## src/core/sao_map.svh

```systemverilog
// Purpose: Register map, opcode patterns and counts for the subtract unit
// Assumes: 32-bit AXI4-Lite slave, byte addresses, low 8 address bits decoded
// Notes: Definitions only
`ifndef SAO_MAP_SVH
`define SAO_MAP_SVH

`define SAO_ADDR_ACC 8'h00
`define SAO_ADDR_INSTR 8'h04
`define SAO_ADDR_STATUS 8'h08
`define SAO_ADDR_FADDR 8'h0C
`define SAO_ADDR_FDATA 8'h10
`define SAO_ADDR_WDT 8'h14

`define SAO_ST_CARRY 0
`define SAO_ST_DIGIT 1
`define SAO_ST_ZERO 2
`define SAO_ST_PD 3
`define SAO_ST_TO 4
`define SAO_ST_HALT 5
`define SAO_ST_WAKE 6

`define SAO_OPC_LIT_MASK 14'h3E00
`define SAO_OPC_LIT_VAL 14'h3C00
`define SAO_OPC_FILE_MASK 14'h3F00
`define SAO_OPC_FILE_VAL 14'h0200
`define SAO_OPC_SLEEP 14'h0063
`define SAO_OPC_DEST_BIT 7

`define SAO_PRESCALE_LAST 8'hFF
`define SAO_WDT_LAST 8'hFF
`define SAO_RESP_OKAY 2'h0
`define SAO_RESP_SLVERR 2'h2

`endif

```

## src/core/sao_pkg.sv

```systemverilog
// Purpose: Types shared by the subtract unit files
// Assumes: Constants live in sao_map.svh
// Notes: None
package sao_pkg;
	typedef struct packed {
		logic carry;
		logic digit_carry;
		logic zero;
	} sao_flags_t;

	typedef enum logic [1:0] {
		sao_op_none,
		sao_op_lit,
		sao_op_file,
		sao_op_sleep
	} sao_op_t;
endpackage

```

## src/core/sao_subtractor.sv

```systemverilog
// Purpose: 8-bit minuend minus subtrahend with carry, digit carry and zero
// Assumes: Carry is the inverted borrow
// Notes: Purely combinational
`timescale 1ns/1ps
module sao_subtractor (
	input wire logic [7:0] minuend,
	input wire logic [7:0] subtrahend,
	output logic [7:0] difference,
	output sao_pkg::sao_flags_t flags
);
	import sao_pkg::*;
	logic [8:0] full;
	logic [4:0] low;

	// Add the inverse plus one so bit 8 is directly the no-borrow carry
	assign full = {1'b0, minuend} + {1'b0, ~subtrahend} + 9'h001;
	assign low = {1'b0, minuend[3:0]} + {1'b0, ~subtrahend[3:0]} + 5'h01;
	assign difference = full[7:0];
	assign flags.carry = full[8];
	assign flags.digit_carry = low[4];
	assign flags.zero = (full[7:0] == 8'h00);
endmodule

```

## src/core/sao_top.sv

```systemverilog
// Purpose: Subtract instruction datapath with standby, reached over AXI4-Lite
// Assumes: One write and one read outstanding at most; 128-byte file space
// Notes: Writing the instruction register executes the opcode at once unless halted, when it is only stored
`timescale 1ns/1ps
`include "sao_map.svh"
module sao_top (
	input wire logic clock,
	input wire logic reset,
	input wire logic [31:0] s_axi_awaddr,
	input wire logic s_axi_awvalid,
	output logic s_axi_awready,
	input wire logic [31:0] s_axi_wdata,
	input wire logic [3:0] s_axi_wstrb,
	input wire logic s_axi_wvalid,
	output logic s_axi_wready,
	output logic [1:0] s_axi_bresp,
	output logic s_axi_bvalid,
	input wire logic s_axi_bready,
	input wire logic [31:0] s_axi_araddr,
	input wire logic s_axi_arvalid,
	output logic s_axi_arready,
	output logic [31:0] s_axi_rdata,
	output logic [1:0] s_axi_rresp,
	output logic s_axi_rvalid,
	input wire logic s_axi_rready,
	output logic [7:0] acc_out,
	output logic halted
);
	import sao_pkg::*;

	logic [7:0] acc_q;
	logic [13:0] instr_q;
	sao_flags_t flags_q;
	logic powerdown_flag_q;
	logic timeout_flag_q;
	logic halted_q;
	logic [6:0] faddr_q;
	logic [7:0] file_q [0:127];
	logic [7:0] prescale_q;
	logic [7:0] wdt_q;

	logic [7:0] aw_addr_q;
	logic aw_full_q;
	logic [31:0] w_data_q;
	logic [3:0] w_strb_q;
	logic w_full_q;
	logic bvalid_q;
	logic [1:0] bresp_q;
	logic awready_q;
	logic wready_q;
	logic arready_q;
	logic rvalid_q;
	logic [31:0] rdata_q;
	logic [1:0] rresp_q;

	logic do_write;
	logic [13:0] instr_d;
	logic exec;
	sao_op_t op;
	logic [7:0] minuend;
	logic [7:0] diff;
	sao_flags_t diff_flags;
	logic dest_file;
	logic pre_tick;
	logic wdt_expire;
	logic known_waddr;

	assign do_write = aw_full_q && w_full_q && !bvalid_q;
	assign known_waddr = (aw_addr_q == `SAO_ADDR_ACC) || (aw_addr_q == `SAO_ADDR_INSTR) ||
		(aw_addr_q == `SAO_ADDR_STATUS) || (aw_addr_q == `SAO_ADDR_FADDR) ||
		(aw_addr_q == `SAO_ADDR_FDATA) || (aw_addr_q == `SAO_ADDR_WDT);
	assign instr_d = {w_strb_q[1] ? w_data_q[13:8] : instr_q[13:8],
		w_strb_q[0] ? w_data_q[7:0] : instr_q[7:0]};
	// A halted core executes nothing until woken
	assign exec = do_write && (aw_addr_q == `SAO_ADDR_INSTR) && !halted_q;

	always_comb begin
		op = sao_op_none;
		if (exec) begin
			if ((instr_d & `SAO_OPC_LIT_MASK) == `SAO_OPC_LIT_VAL) begin
				op = sao_op_lit;
			end else if ((instr_d & `SAO_OPC_FILE_MASK) == `SAO_OPC_FILE_VAL) begin
				op = sao_op_file;
			end else if (instr_d == `SAO_OPC_SLEEP) begin
				op = sao_op_sleep;
			end
		end
	end

	assign dest_file = instr_d[`SAO_OPC_DEST_BIT];
	// Literal opcode subtracts from the literal, file opcode from the register
	assign minuend = (op == sao_op_lit) ? instr_d[7:0] : file_q[instr_d[6:0]];

	sao_subtractor u_sub (
		.minuend(minuend),
		.subtrahend(acc_q),
		.difference(diff),
		.flags(diff_flags)
	);

	assign pre_tick = (prescale_q == `SAO_PRESCALE_LAST);
	assign wdt_expire = pre_tick && (wdt_q == `SAO_WDT_LAST);

	// Write channel capture
	always_ff @(posedge clock) begin
		if (reset) begin
			aw_full_q <= 1'b0;
			awready_q <= 1'b1;
			aw_addr_q <= 8'h00;
		end else if (s_axi_awvalid && awready_q) begin
			aw_full_q <= 1'b1;
			awready_q <= 1'b0;
			aw_addr_q <= s_axi_awaddr[7:0];
		end else if (do_write) begin
			aw_full_q <= 1'b0;
			awready_q <= 1'b1;
		end
	end

	always_ff @(posedge clock) begin
		if (reset) begin
			w_full_q <= 1'b0;
			wready_q <= 1'b1;
			w_data_q <= 32'h00000000;
			w_strb_q <= 4'h0;
		end else if (s_axi_wvalid && wready_q) begin
			w_full_q <= 1'b1;
			wready_q <= 1'b0;
			w_data_q <= s_axi_wdata;
			w_strb_q <= s_axi_wstrb;
		end else if (do_write) begin
			w_full_q <= 1'b0;
			wready_q <= 1'b1;
		end
	end

	always_ff @(posedge clock) begin
		if (reset) begin
			bvalid_q <= 1'b0;
			bresp_q <= `SAO_RESP_OKAY;
		end else if (do_write) begin
			bvalid_q <= 1'b1;
			bresp_q <= known_waddr ? `SAO_RESP_OKAY : `SAO_RESP_SLVERR;
		end else if (bvalid_q && s_axi_bready) begin
			bvalid_q <= 1'b0;
		end
	end

	// Accumulator
	always_ff @(posedge clock) begin
		if (reset) begin
			acc_q <= 8'h00;
		end else if (op == sao_op_lit) begin
			acc_q <= diff;
		end else if (op == sao_op_file && !dest_file) begin
			acc_q <= diff;
		end else if (do_write && aw_addr_q == `SAO_ADDR_ACC && w_strb_q[0]) begin
			acc_q <= w_data_q[7:0];
		end
	end

	always_ff @(posedge clock) begin
		if (reset) begin
			instr_q <= 14'h0000;
		end else if (do_write && aw_addr_q == `SAO_ADDR_INSTR) begin
			instr_q <= instr_d;
		end
	end

	// File space; array has no reset, as a real register file would not
	always_ff @(posedge clock) begin
		if (op == sao_op_file && dest_file) begin
			file_q[instr_d[6:0]] <= diff;
		end else if (do_write && aw_addr_q == `SAO_ADDR_FDATA && w_strb_q[0]) begin
			file_q[faddr_q] <= w_data_q[7:0];
		end
	end

	always_ff @(posedge clock) begin
		if (reset) begin
			faddr_q <= 7'h00;
		end else if (do_write && aw_addr_q == `SAO_ADDR_FADDR && w_strb_q[0]) begin
			faddr_q <= w_data_q[6:0];
		end
	end

	// Arithmetic flags
	always_ff @(posedge clock) begin
		if (reset) begin
			flags_q <= '0;
		end else if (op == sao_op_lit || op == sao_op_file) begin
			flags_q <= diff_flags;
		end else if (do_write && aw_addr_q == `SAO_ADDR_STATUS && w_strb_q[0]) begin
			flags_q.carry <= w_data_q[`SAO_ST_CARRY];
			flags_q.digit_carry <= w_data_q[`SAO_ST_DIGIT];
			flags_q.zero <= w_data_q[`SAO_ST_ZERO];
		end
	end

	// Power flags; both read as one after reset
	always_ff @(posedge clock) begin
		if (reset) begin
			powerdown_flag_q <= 1'b1;
			timeout_flag_q <= 1'b1;
		end else if (op == sao_op_sleep) begin
			powerdown_flag_q <= 1'b0;
			timeout_flag_q <= 1'b1;
		end else if (wdt_expire) begin
			timeout_flag_q <= 1'b0;
		end
	end

	// Halt stands for the stopped oscillator; watchdog expiry or software wakes
	always_ff @(posedge clock) begin
		if (reset) begin
			halted_q <= 1'b0;
		end else if (op == sao_op_sleep) begin
			halted_q <= 1'b1;
		end else if (wdt_expire) begin
			halted_q <= 1'b0;
		end else if (do_write && aw_addr_q == `SAO_ADDR_STATUS && w_strb_q[0] &&
			w_data_q[`SAO_ST_WAKE]) begin
			halted_q <= 1'b0;
		end
	end

	// Watchdog runs from its own prescaler, also while halted
	always_ff @(posedge clock) begin
		if (reset || op == sao_op_sleep) begin
			prescale_q <= 8'h00;
		end else begin
			prescale_q <= prescale_q + 8'h01;
		end
	end

	always_ff @(posedge clock) begin
		if (reset || op == sao_op_sleep) begin
			wdt_q <= 8'h00;
		end else if (pre_tick) begin
			wdt_q <= wdt_q + 8'h01;
		end
	end

	// Read channel
	always_ff @(posedge clock) begin
		if (reset) begin
			arready_q <= 1'b1;
			rvalid_q <= 1'b0;
			rdata_q <= 32'h00000000;
			rresp_q <= `SAO_RESP_OKAY;
		end else if (s_axi_arvalid && arready_q) begin
			arready_q <= 1'b0;
			rvalid_q <= 1'b1;
			rresp_q <= `SAO_RESP_OKAY;
			unique case (s_axi_araddr[7:0])
				`SAO_ADDR_ACC: rdata_q <= {24'h000000, acc_q};
				`SAO_ADDR_INSTR: rdata_q <= {18'h00000, instr_q};
				`SAO_ADDR_STATUS: rdata_q <= {26'h0000000, halted_q, timeout_flag_q,
					powerdown_flag_q, flags_q.zero, flags_q.digit_carry, flags_q.carry};
				`SAO_ADDR_FADDR: rdata_q <= {25'h0000000, faddr_q};
				`SAO_ADDR_FDATA: rdata_q <= {24'h000000, file_q[faddr_q]};
				`SAO_ADDR_WDT: rdata_q <= {24'h000000, wdt_q};
				default: begin
					rdata_q <= 32'h00000000;
					rresp_q <= `SAO_RESP_SLVERR;
				end
			endcase
		end else if (rvalid_q && s_axi_rready) begin
			rvalid_q <= 1'b0;
			arready_q <= 1'b1;
		end
	end

	assign s_axi_awready = awready_q;
	assign s_axi_wready = wready_q;
	assign s_axi_bvalid = bvalid_q;
	assign s_axi_bresp = bresp_q;
	assign s_axi_arready = arready_q;
	assign s_axi_rvalid = rvalid_q;
	assign s_axi_rdata = rdata_q;
	assign s_axi_rresp = rresp_q;
	assign acc_out = acc_q;
	assign halted = halted_q;
endmodule

```

## config.mk

```make
export PLATFORM = sky130hd
export DESIGN_NAME = sao_top
export DESIGN_NICKNAME = d
export VERILOG_FILES = /design/src/core/sao_pkg.sv /design/src/core/sao_subtractor.sv /design/src/core/sao_top.sv
export VERILOG_INCLUDE_DIRS = /design/src /design/src/core
export SDC_FILE = /design/constraint.sdc
export NUM_CORES = 2
export LEC_CHECK = 0
export BUFFER_PORTS_ARGS = -buffer_cell sky130_fd_sc_hd__buf_2
export CORE_MARGIN = 10
export CORE_UTILIZATION = 60
export CTS_CLUSTER_SIZE = 40
export DETAILED_ROUTE_END_ITERATION = 7
export PLACE_DENSITY_LB_ADDON = 0.05
export SYNTH_ARGS = -nofsm -noshare
export SYNTH_HDL_FRONTEND = slang
export SYNTH_SLANG_ARGS = --single-unit
```

## constraint.sdc

```tcl
create_clock -name clock -period 11.2 [get_ports clock]
set_clock_uncertainty 0.05 [all_clocks]
set_input_delay 0.56 -clock clock [delete_from_list [all_inputs] [get_ports clock]]
set_output_delay 0.56 -clock clock [all_outputs]
set_load 0.02 [all_outputs]
```

==> metrics.md <==
| Metric | Value |
|---|---|
| Initial core utilization | `between 60% and 70%` |
| Clock buffer depth | `3` |
| Die Ht | `between 300 and 400 um` |
| Count of cell types in the netlist | `60` |
| GRT Total Usage | `a little under a third` |
| Largest net degree at the start of global routing | `117` |
| FMAX | `~0.12 GHz` |
| Setup crit end kind | `register` |
| Clock group share of total power | `between 40% and 50%` |
| Reg clk slew, reported paths | `around 0.06 ns` |
| HPWL Detailed | `100000 um` |
| Per-cell routed wire length | `about 36 um` |
| Yosys Warn Count | `0` |
| Post-Synthesis Cells | `around 3100` |
| Critical Path Start Type | `register` |
| CP startpoint | `w_strb_q[0]` |
| Post-Syn Area | `~0.053 mm^2` |
| Top Ports | `~160` |
| Max-Slew Margin vs Limit | `under 10%` |
| Worst Path Arrival | `about 8.3 ns` |
| # DRC | `0` |
| Fin crit period | `around 8.0 ns` |
| Post-DR vias/cell | `7.27` |
| Slew Viols, Final | `0` |
| Vias in the first global route | `roughly 32000` |
| RSZ-0062 raised after global routing | `no` |
| Worst-Margin Slew | `1.38 ns` |
| HP Start | `s_axi_wstrb[1]` |
| Via Count | `~32000` |
| Fin. Hold Viols | `0` |
| Cts bufs inserted | `116` |
| DRT Wirelength | `roughly 160000 um` |
| Top post-synthesis cells by area | `edfxtp_1, mux4_2, dfxtp_1` |
| Worst Path Required | `~12 ns` |
| P_sw | `1.98 mW` |
| Layout area overhead | `9.92%` |
| Internal | `around 7 mW` |
| Synth Flop Type | `edfxtp_1` |
| Setup Fix Bufs, Post-CTS | `0` |
| Reg-to-Reg End | `file_q[11][5]` |
| Worst path buffer plus inverter count | `3` |
| Die W | `318 um` |
| Layout cell share with drive strength beyond 1 | `between 30% and 40%` |
| Final instance area | `between 0.05 and 0.06 mm^2` |
| Hold crit path type | `in2reg` |
| Synth Area per Inst | `17.4 um^2` |
| Worst reg2reg startpoint | `w_strb_q[0]` |
| DR pass1 iterations | `6` |
| Clock sinks | `approximately 1100` |
| Worst Reg2Reg Path Length in Cells | `17` |
| Final Setup Violations | `0` |
| First-pass GRT wire length | `226000 um` |
| Leading post-synthesis cells by instance count | `edfxtp_1, mux4_2, nand2_1` |
| Cts hold-fix bufs | `0` |
| CTS resizes | `0` |
| Worst path max stage delay | `about 0.78 ns` |
| CP Class | `reg2reg` |
| Crit-path cells | `buf_4 > mux2_8 > buf_12 > mux4_2 > a2111oi_0 > a311oi_1 > nor4_1 > nor2_1 > o2bb2ai_1 > ha_1 > o21ai_0 > a21boi_0 > o21ai_0 > nor2b_1 > xnor2_1 > mux2_4 > buf_4` |
| Crit Path Max Fanout | `between 90 and 100` |
| Top-area cell type share of the netlist area | `~58%` |
| Critical-path top delay cell | `buf_4` |
| Routed Antenna Nets | `0` |
| Max-cap violations | `0` |
| Async SR Flop Fraction | `0%` |
| Pwr Density | `around 150 mW/mm^2` |
| Placed Area | `0.0547 mm^2` |
| Final GP Congestion | `0.936` |
| CORE AREA | `approximately 0.088 mm^2` |
| Synth area leader | `edfxtp_1` |
| Seq/Total Area, Yosys | `between 60 and 70%` |
| Ratio of final minimum period to clock period | `71.5%` |
| Core Util, Final | `between 60 and 70%` |
| CTS tree | `done` |
| Peak supply drop | `between 100 and 150 uV` |
| Most numerous cell in the Yosys netlist | `edfxtp_1` |
| Clock Latency Late Sink | `roughly 0.7 ns` |
| Comb power frac | `4.7%` |
| R2r setup slk | `roughly 3.2 ns` |
| Hold Path End | `w_strb_q[1]` |
| Status | `finished, final reports clean` |
| Setup_tns | `0 ns` |
| Global route total overflow | `0` |
| Post-synth EDFFs | `just over 1000` |
| DRT iter0 DRCs | `about 4300` |
| Rows | `~110` |
| Largest delay share family, worst path | `multiplexers` |
| Die Footprint | `roughly 0.10 mm^2` |
| Root Buffer | `clkbuf_16` |
| Leakage power | `roughly 18 nW` |
| CTS H-tree depth | `3` |
| Hold depth | `3` |
| # fillers | `5958` |
| Flops & latches, synth | `1129` |
| Input/output buffers | `~70` |
| Sw Share | `between 20% and 30%` |
| Initial antenna violation count | `6` |
| Final nets | `3224` |
| Sequential share of power | `52.9%` |
==> worst reg2reg max path: stages (launching register included) <==
cell and delay, ns:
dfxtp_1 0.31, buf_4 0.37, mux2_8 0.74, buf_12 0.73, mux4_2 0.72, a2111oi_0 0.76, a311oi_1 0.13, nor4_1 0.52
nor2_1 0.24, o2bb2ai_1 0.22, ha_1 0.34, o21ai_0 0.13, a21boi_0 0.21, o21ai_0 0.13, nor2b_1 0.17, xnor2_1 0.32
mux2_4 0.60, buf_4 0.83
==> cell usage in the layout (no fill, tap or decap), types with 10 or more instances in the layout <==
cell type  instances
mux4_2           580
nand3_1           71
mux2i_1           44
clkbuf_16        118
and3_1            19
a31oi_1           21
a22oi_1           34
ha_1              13
dfxtp_1          101
inv_1             17
nor3_1            48
buf_4             93
conb_1            20
clkbuf_1          27
a211oi_1          11
o21ai_0           28
clkinv_2          19
clkinv_1          25
a311oi_1          17
a221oi_1          18
nand2b_1          14
nand4_1           10
nor2_1           195
or2_2             14
a21oi_1           81
buf_2             68
edfxtp_1        1024
bufinv_16         11
nand2_1          286
==> routing by layer <==
| metal | wire length [um] | vias up | GRT usage, % | share of wire, % |
|---|---|---|---|---|
| met4 | 6840 | 8 | 11.8 | 4.4 |
| met5 | 53 | - | 0 | 0.034 |
| met3 | 19800 | 347 | 9.04 | 13 |
| met2 | 72800 | 2100 | 46.8 | 47 |
| met1 | 56600 | 16600 | 42.1 | 36 |
| li1 | - | 12700 | - | - |
==> area by class of cell <==
class | count | area (um^2) | share of cell area [%]
flip-flops and latches | 1129 | 32900 | 56.2
repair buffers | 165 | 1120 | 1.91
clock inverters | 69 | 633 | 1.08
clock buffers | 147 | 3080 | 5.27
inverters | 17 | 63.8 | 0.109
well taps | 1165 | 1460 | 2.49
multi-input cells | 1674 | 19200 | 32.9
diodes | 1 | 2.50 | 0.00428
==> cell families after synthesis <==
| group | count (synthesis) | synth area share, % |
|---|---|---|
| flops | 1129 | 61.8 |
| compound gates | 275 | 3.44 |
| xor+xnor | 17 | 0.280 |
| fa+ha+maj | 14 | 0.344 |
| other cells | 1 | 0.00705 |
| mux | 646 | 25.8 |
| simple gates | 702 | 5.74 |
| buf+inv | 271 | 2.58 |
==> worst max-delay path by stage <==
stage,end,slack [ns],cells past startpoint
5_1_grt,file_q[11][5],2.72,17
3_3_place_gp,file_q[72][5],3.56,17
4_1_cts,file_q[4][5],3.30,17
2_1_floorplan,file_q[0][6],1.94,14
3_5_place_dp,file_q[72][5],3.34,17
6_report,file_q[11][5],3.19,17
==> power by group through the flow <==
stage / combinational, mW / sequential, mW / clock (mW)
after floorplan: 0.231 / 4.87 / 0
after global placement: 0.399 / 4.85 / 0
after detailed placement: 0.422 / 4.85 / 0
after CTS: 0.422 / 4.76 / 3.85
after global routing: 0.454 / 4.76 / 4.01
final: 0.426 / 4.76 / 3.82
==> flip-flops by register name, summed over array words and instances (netlist names), named ones only <==
signal / count
acc_out: 8
aw_addr_q: 8
aw_full_q: 1
faddr_q: 7
file_q: 1024
flags_q: 3
halted: 1
instr_q: 14
powerdown_flag_q: 1
prescale_q: 8
s_axi_arready: 1
s_axi_awready: 1
s_axi_bresp: 1
s_axi_bvalid: 1
s_axi_rdata: 14
s_axi_rresp: 1
s_axi_rvalid: 1
s_axi_wready: 1
timeout_flag_q: 1
w_data_q: 14
w_full_q: 1
w_strb_q: 2
wdt_q: 8
==> stage by stage <==
| stage | std cells | total power, mW | hold slack (ns) | setup WS [ns] |
|---|---|---|---|---|
| 2_1_floorplan | 3074 | 5.10 | 0.376 | 1.94 |
| 3_3_place_gp | 4150 | 5.25 | 0.391 | 3.56 |
| 3_5_place_dp | 4150 | 5.27 | 0.402 | 3.34 |
| 4_1_cts | 4366 | 9.03 | 0.0124 | 3.30 |
| 5_1_grt | 4366 | 9.23 | 0.0405 | 2.72 |
| 6_report | 4367 | 9.00 | 0.0523 | 3.19 |
Note: power is estimated with default switching activity, not from simulation.
